**config.mk**
```make
export PLATFORM = sky130hd
export DESIGN_NAME = rtc_core
export DESIGN_NICKNAME = d
export VERILOG_FILES = /design/src/common/rtc_pkg.sv /design/src/common/evt_if.sv /design/src/hdl/ev_filter.sv /design/src/hdl/rtc_core.sv
export VERILOG_INCLUDE_DIRS = /design/src /design/src/common
export SDC_FILE = /design/constraint.sdc
export NUM_CORES = 1
export LEC_CHECK = 0
export BUFFER_PORTS_ARGS = -buffer_cell sky130_fd_sc_hd__buf_4
export CAP_MARGIN = 15
export CORE_UTILIZATION = 64
export DETAILED_ROUTE_END_ITERATION = 7
export PLACE_DENSITY = 0.82
export SYNTH_ARGS = -nofsm -noshare
export SYNTH_HDL_FRONTEND = slang
export SYNTH_SLANG_ARGS = --single-unit
```
**constraint.sdc**
```tcl
create_clock -name clk_sys -period 33.7 [get_ports clk_sys]
set_input_delay 3.37 -clock clk_sys [delete_from_list [all_inputs] [get_ports clk_sys]]
set_output_delay 3.37 -clock clk_sys [all_outputs]
set_load 0.02 [all_outputs]
```
**src/common/rtc_cfg.svh**
```systemverilog
/*
 * Register offsets, field positions, reset values and timing figures of the real-time clock.
 * Assumes a byte-addressed register port with one aligned 32-bit word per register.
 */
`ifndef RTC_CFG_SVH
`define RTC_CFG_SVH

// ****************************************
// register offsets
// ****************************************
`define RTC_O_TIME 8'h00
`define RTC_O_DATE 8'h04
`define RTC_O_SUBS 8'h08
`define RTC_O_CTRL 8'h0c
`define RTC_O_STAT 8'h10
`define RTC_O_MASK 8'h14
`define RTC_O_ALMA 8'h18
`define RTC_O_ALMB 8'h1c
`define RTC_O_WUT 8'h20
`define RTC_O_CAL 8'h24
`define RTC_O_SHIFT 8'h28
`define RTC_O_TST 8'h2c
`define RTC_O_TSD 8'h30
`define RTC_O_BKP0 8'h40
`define RTC_BKP_N 5

// ****************************************
// control fields
// ****************************************
`define RTC_C_EN 0
`define RTC_C_FMT12 1
`define RTC_C_SRC 2
`define RTC_C_REFEN 4
`define RTC_C_REF60 5
`define RTC_C_WUEN 6
`define RTC_C_WUSEL 7
`define RTC_C_ALAEN 10
`define RTC_C_ALBEN 11
`define RTC_C_TSEN 12
`define RTC_C_TAMPEN 13
`define RTC_C_TAMPTS 15
`define RTC_C_FILT 16

// ****************************************
// status fields, one per event
// ****************************************
`define RTC_S_ALA 0
`define RTC_S_ALB 1
`define RTC_S_WUT 2
`define RTC_S_TS 3
`define RTC_S_TAMP 4
`define RTC_S_W 6

// ****************************************
// reset values and counts
// ****************************************
`define RTC_CTRL_RST 32'h0000_0001
`define RTC_DAY_RST 8'h01
`define RTC_WDAY_RST 3'h1
`define RTC_PRESCALE 16'h7fff
`define RTC_REF_DIV50 6'h32
`define RTC_REF_DIV60 6'h3c
`define RTC_CLK_NS 4
`define RTC_WAKE_EXIT_NS 60000
`define RTC_WAKE_EXIT_CYC (`RTC_WAKE_EXIT_NS / `RTC_CLK_NS)

`endif

```
**src/common/rtc_pkg.sv**
```systemverilog
/*
 * Types shared by the real-time clock modules.
 * Assumes the constants header is included by the files that need numbers.
 */
package rtc_pkg;
    typedef enum logic [1:0] {
        SRC_XTAL = 2'b00,
        SRC_BYPASS = 2'b01,
        SRC_RC = 2'b10,
        SRC_HSE = 2'b11
    } clk_src_t;

    typedef struct packed {
        logic lvl;
        logic [3:0] cnt;
        logic stable;
        logic evt;
    } flt_st_t;

    typedef struct packed {
        logic [15:0] div;
        logic [19:0] cal;
        logic [14:0] shift;
        logic add1s;
        logic ref_q;
        logic [5:0] refcnt;
        logic [7:0] sec;
        logic [7:0] min;
        logic [7:0] hour;
        logic pm;
        logic [2:0] wday;
        logic [7:0] date;
        logic [7:0] month;
        logic [7:0] year;
        logic [31:0] ctrl;
        logic [5:0] sr;
        logic [5:0] imr;
        logic [31:0] ala;
        logic [31:0] alb;
        logic [15:0] wut;
        logic [15:0] wucnt;
        logic [3:0] wudiv;
        logic [15:0] calr;
        logic [31:0] tst;
        logic [31:0] tsd;
        logic [31:0] rd;
        logic irq;
        logic wake;
    } rtc_st_t;
endpackage

```
**src/common/evt_if.sv**
```systemverilog
/*
 * Carrier between the clock core and one pin event filter.
 * Assumes both ends run on the same system clock.
 */
interface evt_if;
    logic pin;
    logic sample;
    logic [1:0] filt;
    logic evt;
    modport filt_end(input pin, input sample, input filt, output evt);
    modport core_end(output pin, output sample, output filt, input evt);
endinterface

```
**src/hdl/ev_filter.sv**
```systemverilog
/*
 * Pin event filter: a rising edge, or with filtering a high level held for 2, 4 or 8 samples.
 * Assumes the pin is synchronous to clk_sys and sample is a one-cycle strobe.
 */
module ev_filter (
    input wire logic clk_sys,
    input wire logic rst,
    evt_if.filt_end port
);
    rtc_pkg::flt_st_t st_r;
    rtc_pkg::flt_st_t st_nxt;
    logic [3:0] lim;

    always_comb begin
        st_nxt = st_r;
        lim = 4'h1 << port.filt;
        if (port.filt == 2'h0) begin
            st_nxt.stable = port.pin;
        end else if (port.sample) begin
            if (port.pin != st_r.lvl) begin
                st_nxt.lvl = port.pin;
                st_nxt.cnt = 4'h1;
            end else if (st_r.cnt < lim) begin
                st_nxt.cnt = st_r.cnt + 4'h1;
            end
            // glitches shorter than the window never reach stable
            if (st_nxt.cnt == lim) begin
                st_nxt.stable = st_nxt.lvl;
            end
        end
        st_nxt.evt = st_nxt.stable & ~st_r.stable;
    end

    always_ff @(posedge clk_sys or posedge rst) begin
        if (rst) begin
            st_r <= '0;
        end else begin
            st_r <= st_nxt;
        end
    end

    assign port.evt = st_r.evt;
endmodule

```
**src/hdl/rtc_core.sv**
```systemverilog
/*
 * Low-power real-time clock with BCD calendar, two alarms, wakeup timer, shift and
 * calibration, reference seconds, two tamper pins, timestamp and five backup words.
 * Assumes oscillator ticks and pins arrive as signals synchronous to clk_sys.
 */
// Summary of operation
// - Five 32-bit backup words give twenty bytes that software reads and writes freely.
// - Backup words are untouched by system reset and by a wake from standby.
// - The calendar keeps seconds to year in BCD and sub-seconds as a binary count, hours in 12- or 24-hour form.
// - The date rolls over at 28, 29 in leap years, 30 or 31 days without software help.
// - Two programmable alarms each raise an event that can wake the device.
// - A periodic wakeup timer with chosen resolution and period raises wake events.
// - Software can shift the running clock by 1 to 32767 pulses on the fly.
// - When enabled, a 50 or 60 Hz reference supplies the seconds.
// - Digital calibration corrects the counting rate in steps of about 1 ppm.
// - Two tamper pins pass a programmable filter and raise wake-capable events.
// - A timestamp pin event or a tamper event captures the calendar and can wake.
// - The count source is the crystal, an external oscillator, the internal RC or the fast clock.
// - Low-power modes do not halt the clock; only software stops it.
// - Alarm, tamper, timestamp and wakeup events request a standby exit within 60 us.
`include "rtc_cfg.svh"

module rtc_core #(
    parameter int WAKE_EXIT_CYC = `RTC_WAKE_EXIT_CYC,
    parameter logic [15:0] PRESCALE = `RTC_PRESCALE
) (
    input wire logic clk_sys,
    input wire logic rst,
    input wire logic [7:0] addr,
    input wire logic [31:0] wr_data,
    input wire logic wr_en,
    input wire logic rd_en,
    output logic [31:0] rd_data,
    input wire logic tick_low_speed_external_crystal,
    input wire logic tick_low_speed_internal_rc,
    input wire logic tick_high_speed_external_clock,
    input wire logic ref_in,
    input wire logic [1:0] tamper_in,
    input wire logic ts_in,
    output logic irq,
    output logic wake
);
    rtc_pkg::rtc_st_t s;
    rtc_pkg::rtc_st_t n;
    logic [31:0] bkp_mem [`RTC_BKP_N];
    logic [2:0] ev, pin_vec;
    logic raw, mask_t, sec_tick, pre_sec, ref_sec, wu_step, ts_trig;
    logic [1:0] step;
    logic [15:0] div_sum;
    logic [5:0] set, clr;
    logic [31:0] time_w, date_w;
    logic [5:0] ref_div;

    // ****************************************
    // helpers
    // ****************************************
    function automatic logic bkp_hit(input logic [7:0] a);
        bkp_hit = (a[7:5] == 3'h2) && (a[1:0] == 2'h0) && (a[4:2] < 3'(`RTC_BKP_N));
    endfunction

    function automatic logic [7:0] bcd_inc(input logic [7:0] v);
        bcd_inc = (v[3:0] == 4'h9) ? {v[7:4] + 4'h1, 4'h0} : v + 8'h01;
    endfunction

    function automatic logic [7:0] last_day(input logic [7:0] m, input logic [7:0] y);
        logic leap;
        leap = y[4] ? (y[3:0] == 4'h2 || y[3:0] == 4'h6)
                    : (y[3:0] == 4'h0 || y[3:0] == 4'h4 || y[3:0] == 4'h8);
        case (m)
            8'h02: last_day = leap ? 8'h29 : 8'h28;
            8'h04, 8'h06, 8'h09, 8'h11: last_day = 8'h30;
            default: last_day = 8'h31;
        endcase
    endfunction

    function automatic logic alm_match(input logic [31:0] al, input rtc_pkg::rtc_st_t c);
        alm_match = (al[7] || al[6:0] == c.sec[6:0]) && (al[15] || al[14:8] == c.min[6:0])
                 && (al[23] || al[21:16] == c.hour[5:0]) && (al[31] || al[29:24] == c.date[5:0]);
    endfunction

    function automatic logic src_tick(input rtc_pkg::clk_src_t src, input logic l,
                                      input logic r, input logic h);
        case (src)
            rtc_pkg::SRC_XTAL, rtc_pkg::SRC_BYPASS: src_tick = l;
            rtc_pkg::SRC_RC: src_tick = r;
            default: src_tick = h;
        endcase
    endfunction

    // ****************************************
    // pin event filters
    // ****************************************
    // one vector so every filter index stays inside its source
    assign pin_vec = {ts_in, tamper_in};
    genvar g;
    generate
        for (g = 0; g < 3; g++) begin : g_ev
            evt_if u_if();
            assign u_if.pin = pin_vec[g];
            assign u_if.sample = raw;
            assign u_if.filt = (g < 2) ? s.ctrl[`RTC_C_FILT+1:`RTC_C_FILT] : 2'h0;
            assign ev[g] = u_if.evt;
            ev_filter u_flt (
                .clk_sys(clk_sys),
                .rst(rst),
                .port(u_if.filt_end)
            );
        end
    endgenerate

    // ****************************************
    // next state
    // ****************************************
    always_comb begin
        n = s;
        n.rd = '0;
        set = '0;
        clr = '0;
        time_w = {9'h0, s.pm, s.hour[5:0], 1'b0, s.min[6:0], 1'b0, s.sec[6:0]};
        date_w = {8'h0, s.year, s.wday, s.month[4:0], 2'h0, s.date[5:0]};
        // power modes are not inputs here: the count runs until the enable bit drops
        raw = s.ctrl[`RTC_C_EN] && src_tick(rtc_pkg::clk_src_t'(s.ctrl[`RTC_C_SRC+1:`RTC_C_SRC]),
              tick_low_speed_external_crystal, tick_low_speed_internal_rc,
              tick_high_speed_external_clock);

        // window of 2^20 ticks; each mask or insert moves the rate by about 1 ppm
        if (raw) begin
            n.cal = s.cal + 20'h1;
        end
        mask_t = raw && s.cal[10:0] == 11'h0 && s.cal[19:11] < s.calr[8:0];
        step = '0;
        if (raw && s.shift != 15'h0) begin
            n.shift = s.shift - 15'h1;
        end else if (raw && !mask_t) begin
            step = (s.cal[10:0] == 11'h0 && s.calr[15]) ? 2'h2 : 2'h1;
        end
        div_sum = s.div + {14'h0, step};
        pre_sec = div_sum > PRESCALE;
        n.div = pre_sec ? div_sum - PRESCALE - 16'h1 : div_sum;

        n.ref_q = ref_in;
        ref_sec = 1'b0;
        ref_div = s.ctrl[`RTC_C_REF60] ? `RTC_REF_DIV60 : `RTC_REF_DIV50;
        if (s.ctrl[`RTC_C_REFEN] && ref_in && !s.ref_q) begin
            if (s.refcnt + 6'h1 == ref_div) begin
                n.refcnt = '0;
                ref_sec = 1'b1;
                n.div = '0;
            end else begin
                n.refcnt = s.refcnt + 6'h1;
            end
        end
        sec_tick = s.ctrl[`RTC_C_EN] && ((s.ctrl[`RTC_C_REFEN] ? ref_sec : pre_sec) || s.add1s);
        if (sec_tick) begin
            n.add1s = 1'b0;
        end

        // ****************************************
        // calendar advance
        // ****************************************
        if (sec_tick) begin
            n.sec = bcd_inc(s.sec);
            if (s.sec == 8'h59) begin
                n.sec = '0;
                n.min = bcd_inc(s.min);
                if (s.min == 8'h59) begin
                    n.min = '0;
                    n.hour = bcd_inc(s.hour);
                    if (!s.ctrl[`RTC_C_FMT12] && s.hour == 8'h23) begin
                        n.hour = '0;
                    end else if (s.ctrl[`RTC_C_FMT12] && s.hour == 8'h12) begin
                        n.hour = 8'h01;
                    end else if (s.ctrl[`RTC_C_FMT12] && s.hour == 8'h11) begin
                        n.pm = ~s.pm;
                    end
                    if ((!s.ctrl[`RTC_C_FMT12] && s.hour == 8'h23) ||
                        (s.ctrl[`RTC_C_FMT12] && s.hour == 8'h11 && s.pm)) begin
                        n.wday = (s.wday == 3'h7) ? 3'h1 : s.wday + 3'h1;
                        n.date = bcd_inc(s.date);
                        if (s.date == last_day(s.month, s.year)) begin
                            n.date = 8'h01;
                            n.month = bcd_inc(s.month);
                            if (s.month == 8'h12) begin
                                n.month = 8'h01;
                                n.year = (s.year == 8'h99) ? 8'h00 : bcd_inc(s.year);
                            end
                        end
                    end
                end
            end
            set[`RTC_S_ALA] = s.ctrl[`RTC_C_ALAEN] && alm_match(s.ala, n);
            set[`RTC_S_ALB] = s.ctrl[`RTC_C_ALBEN] && alm_match(s.alb, n);
        end

        // ****************************************
        // wakeup timer
        // ****************************************
        if (raw) begin
            n.wudiv = s.wudiv + 4'h1;
        end
        case (s.ctrl[`RTC_C_WUSEL+2:`RTC_C_WUSEL])
            3'h0: wu_step = raw && (&s.wudiv[3:0]);
            3'h1: wu_step = raw && (&s.wudiv[2:0]);
            3'h2: wu_step = raw && (&s.wudiv[1:0]);
            3'h3: wu_step = raw && s.wudiv[0];
            default: wu_step = sec_tick;
        endcase
        if (wu_step && s.ctrl[`RTC_C_WUEN]) begin
            if (s.wucnt == 16'h0) begin
                n.wucnt = s.wut;
                set[`RTC_S_WUT] = 1'b1;
            end else begin
                n.wucnt = s.wucnt - 16'h1;
            end
        end

        // ****************************************
        // tamper and timestamp
        // ****************************************
        set[`RTC_S_TAMP+1:`RTC_S_TAMP] = ev[1:0] & s.ctrl[`RTC_C_TAMPEN+1:`RTC_C_TAMPEN];
        ts_trig = (ev[2] && s.ctrl[`RTC_C_TSEN]) ||
                  (s.ctrl[`RTC_C_TAMPTS] && (|set[`RTC_S_TAMP+1:`RTC_S_TAMP]));
        if (ts_trig) begin
            n.tst = time_w;
            n.tsd = date_w;
            set[`RTC_S_TS] = 1'b1;
        end

        // ****************************************
        // register port
        // ****************************************
        if (wr_en) begin
            case (addr)
                `RTC_O_TIME: begin
                    n.sec = {1'b0, wr_data[6:0]};
                    n.min = {1'b0, wr_data[14:8]};
                    n.hour = {2'h0, wr_data[21:16]};
                    n.pm = wr_data[22];
                    n.div = '0;
                end
                `RTC_O_DATE: begin
                    n.date = {2'h0, wr_data[5:0]};
                    n.month = {3'h0, wr_data[12:8]};
                    n.wday = wr_data[15:13];
                    n.year = wr_data[23:16];
                end
                `RTC_O_CTRL: n.ctrl = wr_data;
                `RTC_O_STAT: clr = wr_data[`RTC_S_W-1:0];
                `RTC_O_MASK: n.imr = wr_data[`RTC_S_W-1:0];
                `RTC_O_ALMA: n.ala = wr_data;
                `RTC_O_ALMB: n.alb = wr_data;
                `RTC_O_WUT: begin
                    n.wut = wr_data[15:0];
                    n.wucnt = wr_data[15:0];
                end
                `RTC_O_CAL: n.calr = {wr_data[15], 6'h0, wr_data[8:0]};
                `RTC_O_SHIFT: begin
                    n.shift = wr_data[14:0];
                    n.add1s = wr_data[31];
                end
                default: ;
            endcase
        end
        if (rd_en) begin
            case (addr)
                `RTC_O_TIME: n.rd = time_w;
                `RTC_O_DATE: n.rd = date_w;
                `RTC_O_SUBS: n.rd = {16'h0, s.div};
                `RTC_O_CTRL: n.rd = s.ctrl;
                `RTC_O_STAT: n.rd = {26'h0, s.sr};
                `RTC_O_MASK: n.rd = {26'h0, s.imr};
                `RTC_O_ALMA: n.rd = s.ala;
                `RTC_O_ALMB: n.rd = s.alb;
                `RTC_O_WUT: n.rd = {16'h0, s.wut};
                `RTC_O_CAL: n.rd = {16'h0, s.calr};
                `RTC_O_SHIFT: n.rd = {s.add1s, 16'h0, s.shift};
                `RTC_O_TST: n.rd = s.tst;
                `RTC_O_TSD: n.rd = s.tsd;
                default: n.rd = bkp_hit(addr) ? bkp_mem[addr[4:2]] : 32'h0;
            endcase
        end
        // a new event outranks a clear written in the same cycle
        n.sr = (s.sr & ~clr) | set;
        n.irq = |(n.sr & n.imr);
        n.wake = |n.sr;
    end

    always_ff @(posedge clk_sys or posedge rst) begin
        if (rst) begin
            s <= '0;
            s.ctrl <= `RTC_CTRL_RST;
            s.date <= `RTC_DAY_RST;
            s.month <= `RTC_DAY_RST;
            s.wday <= `RTC_WDAY_RST;
        end else begin
            s <= n;
        end
    end

    // no reset: the words must outlive system reset and standby exit
    always_ff @(posedge clk_sys) begin
        if (wr_en && bkp_hit(addr)) begin
            bkp_mem[addr[4:2]] <= wr_data;
        end
    end

    assign rd_data = s.rd;
    assign irq = s.irq;
    assign wake = s.wake;

    // ****************************************
    // checks
    // ****************************************
    logic [15:0] wait_cnt;
    always_ff @(posedge clk_sys or posedge rst) begin
        if (rst) begin
            wait_cnt <= '0;
        end else begin
            wait_cnt <= (s.sr != '0 && !wake) ? wait_cnt + 16'h1 : '0;
        end
    end

    chk_bkp_readback: assert property (@(posedge clk_sys) disable iff (rst)
        (wr_en && addr == `RTC_O_BKP0) ##1 (rd_en && !wr_en && addr == `RTC_O_BKP0)
        |=> rd_data == $past(wr_data, 2)) else $error("backup word readback wrong");
    chk_bkp_hold: assert property (@(posedge clk_sys) disable iff (rst)
        !(wr_en && addr == `RTC_O_BKP0) |=> $stable(bkp_mem[0])) else $error("backup word changed");
    chk_sec_bcd: assert property (@(posedge clk_sys) disable iff (rst)
        sec_tick && s.sec == 8'h59 && !wr_en |=> s.sec == 8'h00) else $error("seconds did not wrap");
    chk_feb_roll: assert property (@(posedge clk_sys) disable iff (rst)
        sec_tick && !wr_en && s.sec == 8'h59 && s.min == 8'h59 && s.hour == 8'h23 && !s.ctrl[`RTC_C_FMT12]
        && s.month == 8'h02 && s.date == 8'h28 && s.year == 8'h01 |=> s.date == 8'h01 && s.month == 8'h03)
        else $error("february rollover wrong");
    chk_alarm_flag: assert property (@(posedge clk_sys) disable iff (rst)
        sec_tick && s.ctrl[`RTC_C_ALAEN] && alm_match(s.ala, n) |=> s.sr[`RTC_S_ALA][*2])
        else $error("alarm flag missing or not sticky");
    chk_wut_reload: assert property (@(posedge clk_sys) disable iff (rst)
        wu_step && s.ctrl[`RTC_C_WUEN] && s.wucnt == 16'h0 && !wr_en
        |=> s.sr[`RTC_S_WUT] && s.wucnt == $past(s.wut)) else $error("wakeup reload wrong");
    chk_tamper_flag: assert property (@(posedge clk_sys) disable iff (rst)
        ev[0] && s.ctrl[`RTC_C_TAMPEN] |=> s.sr[`RTC_S_TAMP] ##1 wake) else $error("tamper event lost");
    chk_ts_capture: assert property (@(posedge clk_sys) disable iff (rst)
        ev[2] && s.ctrl[`RTC_C_TSEN] |=> s.tst == $past(time_w) && s.sr[`RTC_S_TS])
        else $error("timestamp not captured");
    chk_wake_exit: assert property (@(posedge clk_sys) disable iff (rst)
        wait_cnt < WAKE_EXIT_CYC) else $error("wake request too late");
endmodule

```
==> summary.md, run 1 <==
| Metric | Value |
|---|---|
| Run status | `finished, violations left` |
| Violated checks | `DRC` |
| Worst Path Arrival | `between 8 and 9 ns` |
| Startpoint of the lowest-slack hold path | `g_ev[2].u_flt.st_r[1]` |
| Area of the multi-input gates | `roughly 0.012 mm^2` |
| Setup Fix Bufs, Post-CTS | `0` |
| Cts repair resizes | `0` |
| Wire length on met1 | `~30000 um` |
| Cts-stage hold buffer count | `0` |
| Register Area | `between 0.01 and 0.015 mm^2` |
| Clock group share of total power | `0.399` |
| Final Slew Violations | `0` |
| Xor/xnor share of the synthesized area | `0.0349` |
| GR Overflow Total | `0` |
| Detailed Route Iter0 Violations | `2688` |
| Diode count | `0` |
| # fillers | `2909` |
| Area fraction in and, or, nand and nor cells after synthesis | `0.132` |
| FP Rows | `74` |
| Endpoints failing setup | `0` |
| Maximum clock frequency | `0.129 GHz` |
| Min Tclk post-route | `a little under 8 ns` |
| Reg2Reg Launch Point | `s[320]` |
| Top Layer Used | `met4` |
| Boundary pin count | `85` |
| Width of the die | `206 um` |
| Total met3 wirelength after detailed routing | `between 8000 and 9000 um` |
| Worst setup SP type | `input pin` |
| Post-route standard cell area excluding fillers | `just under 0.03 mm^2` |
| Setup repair after global routing missed its margin | `false` |
| Total Neg Setup Slack | `0 ns` |
| Total of flip-flops plus latches after synthesis | `518` |
| Adder-cell area share of the yosys netlist | `0.0247` |
| Internal power consumption | `roughly 0.0011 W` |
| Ys async rst share | `0.691` |
| Global-route wire length before repair | `approximately 120000 um` |
| Routed WL | `a little over 80000 um` |
| Clock Latency Late Sink | `about 0.63 ns` |
| Nets@finish | `2522` |
| Overall fraction of global-route tracks in use | `0.388` |
| Share of final-layout standard cells stronger than drive strength 1 | `0.170` |
| Flop pwr share | `0.480` |
| Static power due to leakage | `roughly 12 nW` |
| Overall power consumption | `around 0.0015 W` |
| CTS H-Tree Depth | `2` |
| Number of enable flip-flop cells after synthesis | `between 150 and 200` |
| Post-synth top area share | `0.333` |
| Worst rel slew slack | `0.144` |
| Share of synthesized area occupied by flip-flops and latches | `0.518` |
| Via count of the first global-routing pass | `approximately 21000` |
| Compound-Gate Fraction of Synth Area | `0.142` |
| Top flip-flop cell by instance count after synthesis | `dfrtp_1` |
| Layout-stage area growth over the synthesis result | `9.77%` |
| Number of sinks on the clock net | `approximately 520` |
| Worst Path Required | `about 34 ns` |
| DIE AREA | `approximately 0.042 mm^2` |
| Avg Cell Area, Syn | `roughly 11 um^2` |
| Synthesized instance count | `approximately 2400` |
| Hold Vio Cnt, Final | `0` |
| Fin crit share | `0.230` |
| Net count after synthesis | `about 2500` |
| Starting Density | `0.650` |
| Number of warnings issued by yosys | `0` |
| Largest vdd supply drop | `around 44 uV` |
| Antenna viol nets, final | `0` |
| Number of antenna violations at the first check in global routing | `0` |
| Biggest area consumer among synthesized cells | `dfrtp_1` |
| Standard cell area after detailed placement | `~0.027 mm^2` |
| Combinational family with the most area after synthesis | `compound AO/OA/AOI/OAI gates` |
| Area of the core | `approximately 0.041 mm^2` |
| Cell area after synthesis | `~0.027 mm^2` |
| Clock tree root buffer cell | `clkbuf_16` |
| Worst-Margin Slew | `around 1.3 ns` |
| Clock Skews | `around 0.032 ns` |
| Switching component of the power | `0.000415 W` |
| Switching Fraction | `0.271` |
| Deepest clock path buffer count | `3` |
| Number of remaining DRC errors | `11` |
| Wire length on met2 | `approximately 37000 um` |
| Number of CTS-inserted buffers | `52` |
| Routability congestion estimate from global placement | `about 0.99` |
| Worst setup path start | `tick_high_speed_external_clock` |
| Number of max-capacitance violations reported | `0` |
| CTS tree | `built` |
| Hold Slack | `0.403 ns` |
| Worst-path fanout max | `15` |
| Setup Crit Path Kind | `input pin to flip-flop` |
| Total power per unit cell area | `52.4 mW/mm^2` |
| Vias per Instance | `7.02` |
| Type of the worst min-delay path | `flip-flop to flip-flop` |
| Largest net degree at the start of global routing | `100` |
| Die Height | `approximately 210 um` |
| Average wire per standard cell | `approximately 27 um` |
| PortBufs | `84` |
| Number of distinct library cells after synthesis | `90` |
| Placed wire-length estimate | `~52000 um` |
| Initial DRT Pass Iterations | `8` |
| Crit end category | `flip-flop` |
| Part of the power in combinational logic | `0.121` |
| Vias | `21000` |
| Portion of netlist area occupied by mux cells | `0.110` |
| Cells taking the most area after synthesis | `dfrtp_1 33%, edfxtp_1 18%, mux2_2 6.1%` |
| Clock transition at path regs | `around 0.06 ns` |
-- per-stage QoR --
step / utilization / worst slack [ns] / std cells
after CTS: 0.714 / 26.04 / 2994
after global placement: 0.670 / 25.54 / 2897
after floorplan: - / 20.40 / 2424
after detailed placement: 0.670 / 25.43 / 2897
after global routing: 0.714 / 25.65 / 2994
final: 0.714 / 25.95 / 2994
-- synth_stat cells (6+ instances only) --
master    number
a21oi_1      104
nand3b_1      18
o221ai_1       9
edfxtp_1     160
clkbuf_1     120
or3_1         21
ha_1          51
a221oi_1      16
buf_4         33
dfrtp_1      354
nand2_1      219
o31ai_1        7
and4_1         6
a22oi_1       65
a211oi_1      13
a22o_1        17
o21ai_0      136
nor2_1       187
a222oi_1      25
a21o_1        11
nor3_1        34
nand3_1       66
buf_2          6
o21a_1        35
inv_1         69
mux2i_1       57
nor3b_1        7
mux2_2       145
buf_1         12
nor4_1        23
and2_1        17
and3b_1        6
a31oi_1       26
nor2b_1       13
xnor2_1       65
o211ai_1      14
and3_1        19
mux4_2        32
a41oi_1        6
nand2b_1      11
or4_1         12
nand4_1       31
xor2_1        41
-- layout make-up --
type / instances / area share
Tap cell: 532 / 0.0228
Inverter: 69 / 0.00913
Clock inverter: 20 / 0.00968
Clock buffer: 77 / 0.0519
Timing Repair Buffer: 113 / 0.0290
Sequential cell: 518 / 0.471
Multi-Input combinational cell: 1665 / 0.406
-- worst max-delay path, stage by stage --
cell	delay, ns
buf_4	0.08
mux2i_1	0.06
nand2_1	0.09
o211a_1	0.44
nand4_1	0.22
or4b_2	0.68
nor3_1	0.33
ha_1	0.19
a21oi_1	0.10
or3_1	0.47
nor3_1	0.21
o21bai_1	0.17
a21o_1	0.42
nor3_1	0.72
nand2_1	0.20
or3_1	0.39
a21oi_1	0.15
-- final timing paths --
check	slack, ns	depth (start not counted)	to
worst min-delay path	0.40	1	g_ev[2].u_flt.port.evt
worst max-delay path	25.95	17	s[273]
min in group asynchronous	2.85	2	g_ev[1].u_flt.st_r[2]
worst min register to register	0.40	1	g_ev[2].u_flt.port.evt
max in group asynchronous	28.47	4	rd_data[21]
worst max register to register	27.73	15	s[273]
-- metal layers --
layer | vias to the layer above | GRT usage
met4 | 0 | 0.207
met5 | - | 0
met1 | 10500 | 0.514
li1 | 8949 | -
met2 | 1297 | 0.598
met3 | 282 | 0.0904
-- cell families (layout without fill, tap and decap cells) --
family                   Yosys count  in the layout
AO/OA/AOI/OAI                    555            555
XOR/XNOR                         106            106
adder cells (fa/ha/maj)           52             52
buffers and inverters            241            279
flip-flops                       518            518
multiplexers                     234            234
other                              1              1
AND/OR/NAND/NOR                  717            717
-- registers in the layout (all words and copies together), names as in the netlist --
| signal | flops |
|---|---|
| s | 284 |
| rd_data | 32 |
| g_ev.u_if.filt | 2 |
| date_w | 22 |
| irq | 1 |
| wake | 1 |
| g_ev.u_flt.st_r | 13 |
| bkp_mem | 160 |
| g_ev.u_flt.port.evt | 3 |
-- power by group through the flow --
stage               registers (W)  clock network [W]  logic [W]
CTS                      0.000731           0.000612   0.000182
global route             0.000737           0.000636   0.000202
global placement         0.000741                  0   0.000174
detailed placement       0.000743                  0   0.000180
finish                   0.000734           0.000610   0.000185
floorplan                0.000719                  0   0.000138
-- layout by cell type, fill, tap and decap left out, types with 12 or more instances in the layout --
| cell type | count |
|---|---|
| clkbuf_1 | 13 |
| clkbuf_16 | 52 |
| nor2b_1 | 13 |
| mux4_2 | 32 |
| a211oi_1 | 12 |
| clkbuf_8 | 12 |
| xor2_1 | 41 |
| and2_1 | 17 |
| nand2_1 | 217 |
| or4_1 | 12 |
| buf_4 | 113 |
| or3_1 | 21 |
| a222oi_1 | 25 |
| o211ai_1 | 14 |
| dfrtp_1 | 354 |
| edfxtp_1 | 160 |
| mux2i_1 | 57 |
| nand4_1 | 31 |
| inv_1 | 68 |
| a22o_1 | 17 |
| nor4_1 | 22 |
| o21ai_0 | 136 |
| nor2_1 | 180 |
| nand3_1 | 66 |
| a22oi_1 | 64 |
| a31oi_1 | 26 |
| ha_1 | 51 |
| and3_1 | 18 |
| nand3b_1 | 18 |
| mux2_2 | 145 |
| a221oi_1 | 16 |
| o21a_1 | 35 |
| a21oi_1 | 104 |
| nor3_1 | 34 |
| xnor2_1 | 65 |
No activity file was read; power rests on OpenSTA's default activity.
==> run 2: changes to the inputs <==
--- a/config.mk
+++ b/config.mk
@@ -8,9 +8,9 @@
 export LEC_CHECK = 0
 export BUFFER_PORTS_ARGS = -buffer_cell sky130_fd_sc_hd__buf_4
 export CAP_MARGIN = 15
-export CORE_UTILIZATION = 64
+export CORE_UTILIZATION = 57
 export DETAILED_ROUTE_END_ITERATION = 7
-export PLACE_DENSITY = 0.82
+export PLACE_DENSITY = 0.77
 export SYNTH_ARGS = -nofsm -noshare
 export SYNTH_HDL_FRONTEND = slang
 export SYNTH_SLANG_ARGS = --single-unit
==> constraint.sdc (replaced) <==
create_clock -name clk_sys -period 7 [get_ports clk_sys]
set_input_delay 0.7 -clock clk_sys [delete_from_list [all_inputs] [get_ports clk_sys]]
set_output_delay 0.7 -clock clk_sys [all_outputs]
set_load 0.02 [all_outputs]
==> run 2 against run 1 <==
Effect of this change:
- register-to-register slack worse by 27 ns
- final cell count up 2.6%
- the run now ends clean
- clock skew down 0.0052 ns
- non-clock buffer count up 6
- critical path type is now flip-flop to flip-flop
==> summary.md, run 2 (synthesis results as in run 1) <==
| Metric | Value |
|---|---|
| Setup Crit Path Kind | `flip-flop to flip-flop` |
| CTS tree | `built` |
| Width of the die | `approximately 220 um` |
| Detailed Route Iter0 Violations | `roughly 2600` |
| CTS H-Tree Depth | `2` |
| Placed wire-length estimate | `54200 um` |
| GR Overflow Total | `0` |
| Total Neg Setup Slack | `0 ns` |
| Average wire per standard cell | `26.5 um` |
| Initial DRT Pass Iterations | `7` |
| Worst rel slew slack | `0.199` |
| Routed WL | `81500 um` |
| Cell occurring most often along the worst timing path | `nor3_1` |
| Worst Path Required | `around 7.5 ns` |
| Internal power consumption | `between 0.005 and 0.006 W` |
| FP Rows | `just under 80` |
| PortBufs | `84` |
| CP max-delay cell | `nor3_1` |
| Fin crit share | `0.833` |
| Number of antenna violations at the first check in global routing | `4` |
| Setup Fix Bufs, Post-CTS | `0` |
| Clock tree root buffer cell | `clkbuf_16` |
| Static power due to leakage | `~12 nW` |
| Final Slew Violations | `0` |
| Type of the worst min-delay path | `input pin to async pin` |
| Standard cell area after detailed placement | `approximately 0.028 mm^2` |
| Global-route wire length before repair | `125000 um` |
| Worst-path fanout max | `15` |
| # fillers | `~3500` |
| Series of cell instances along the critical path | `or4_1, nor3_1, nand4_1, or4b_2, nor3_1, ha_1, a21oi_1, or3_1, o21a_1, o21bai_1, a21o_1, nor3_1, nand2_1, or3_1, a21oi_1` |
| Deepest clock path buffer count | `3` |
| Number of sinks on the clock net | `just over 500` |
| Number of remaining DRC errors | `0` |
| Flop pwr share | `0.473` |
| Hold Vio Cnt, Final | `0` |
| Max reg flops | `about 280` |
| Antenna viol nets, final | `0` |
| Buf/Inv on CP | `0` |
| Post-route standard cell area excluding fillers | `about 0.03 mm^2` |
| Hold Slack | `around 0.057 ns` |
| Clock Skews | `0.0271 ns` |
| Routability congestion estimate from global placement | `1.00` |
| Overall power consumption | `between 0.007 and 0.008 W` |
| Cts-stage hold buffer count | `0` |
| Area of the core | `about 0.046 mm^2` |
| Clock Latency Late Sink | `about 0.62 ns` |
| Crit end category | `flip-flop` |
| Reg-to-reg setup timing slack | `about 1.2 ns` |
| Min Tclk post-route | `5.83 ns` |
| Cts repair resizes | `0` |
| Starting Density | `0.582` |
| Via count of the first global-routing pass | `approximately 20000` |
| Slowest stage delay, CP | `roughly 0.73 ns` |
| Overall fraction of global-route tracks in use | `0.350` |
| Number of max-capacitance violations reported | `0` |
| Die Height | `between 200 and 250 um` |
| Commonest non-fill, non-tap cells in the layout | `354 x dfrtp_1, 218 x nand2_1, 178 x nor2_1` |
| Number of CTS-inserted buffers | `between 50 and 60` |
| Vias | `roughly 21000` |
| DIE AREA | `approximately 0.048 mm^2` |
| Crit-path leading delay family | `simple AND/OR/NAND/NOR gates` |
| Maximum clock frequency | `between 0.15 and 0.2 GHz` |
| Clock group share of total power | `0.409` |
| Switching component of the power | `approximately 0.0020 W` |
| Core utilization of the finished layout | `0.645` |
| Part of the power in combinational logic | `0.118` |
| Endpoints failing setup | `0` |
| Worst setup SP type | `flip-flop` |
| Run status | `finished clean` |
| Setup repair after global routing missed its margin | `false` |
| Total power per unit cell area | `254 mW/mm^2` |
| Switching Fraction | `0.271` |
| Vias per Instance | `around 6.8` |
| Most flops, register | `s` |
| Layout-stage area growth over the synthesis result | `10.7%` |
| Worst Path Arrival | `6.36 ns` |
| Nets@finish | `approximately 2500` |
| Largest vdd supply drop | `just under 200 uV` |
| Largest net degree at the start of global routing | `178` |
| Worst-Margin Slew | `approximately 1.2 ns` |
| Most frequent standard cell in the layout excluding fill and tap cells | `dfrtp_1` |
| Share of final-layout standard cells stronger than drive strength 1 | `0.176` |
| Boundary pin count | `85` |
| Clock transition at path regs | `approximately 0.06 ns` |
## run 2: final timing paths
kind,startpoint,to,cells after the start
max in group asynchronous,rst,s[114],4
min in group clk_sys,ts_in,g_ev[2].u_flt.st_r[1],1
worst max register to register,s[320],s[273],15
worst max-delay path,s[320],s[273],15
worst min register to register,g_ev[2].u_flt.st_r[1],g_ev[2].u_flt.port.evt,1
worst min-delay path,rst,s[166],2
## run 2: final cells by class
type	instances	area, um^2	area share
Multi-Input combinational cell	1665	11800	0.402
Sequential cell	518	13800	0.468
Clock buffer	72	1540	0.0522
Clock inverter	28	360	0.0122
Timing Repair Buffer	119	913	0.0310
Inverter	69	263	0.00892
Tap cell	600	751	0.0255
Antenna cell	1	2.50	0.0000850
## run 2: layer usage
metal  GRT usage  up-vias  routed length (um)
li1            -     8959                   -
met1       0.468    10400               30600
met2       0.537     1305               37200
met3      0.0686      254                9040
met4       0.194        0                4650
met5           0        -                   0
## run 2: per-stage QoR
step                worst slack, ns  instances
floorplan                      1.50       2424
global placement               1.48       2970
detailed placement             1.29       2970
CTS                            1.24       3070
global route                  0.778       3071
finish                         1.17       3072
## run 2: power by group through the flow
stage	Combinational, W	Sequential (W)	Clock (W)
after floorplan	0.000665	0.00346	0
after global placement	0.000830	0.00357	0
after detailed placement	0.000860	0.00358	0
after CTS	0.000869	0.00352	0.00308
after global routing	0.000965	0.00355	0.00320
final	0.000879	0.00354	0.00306
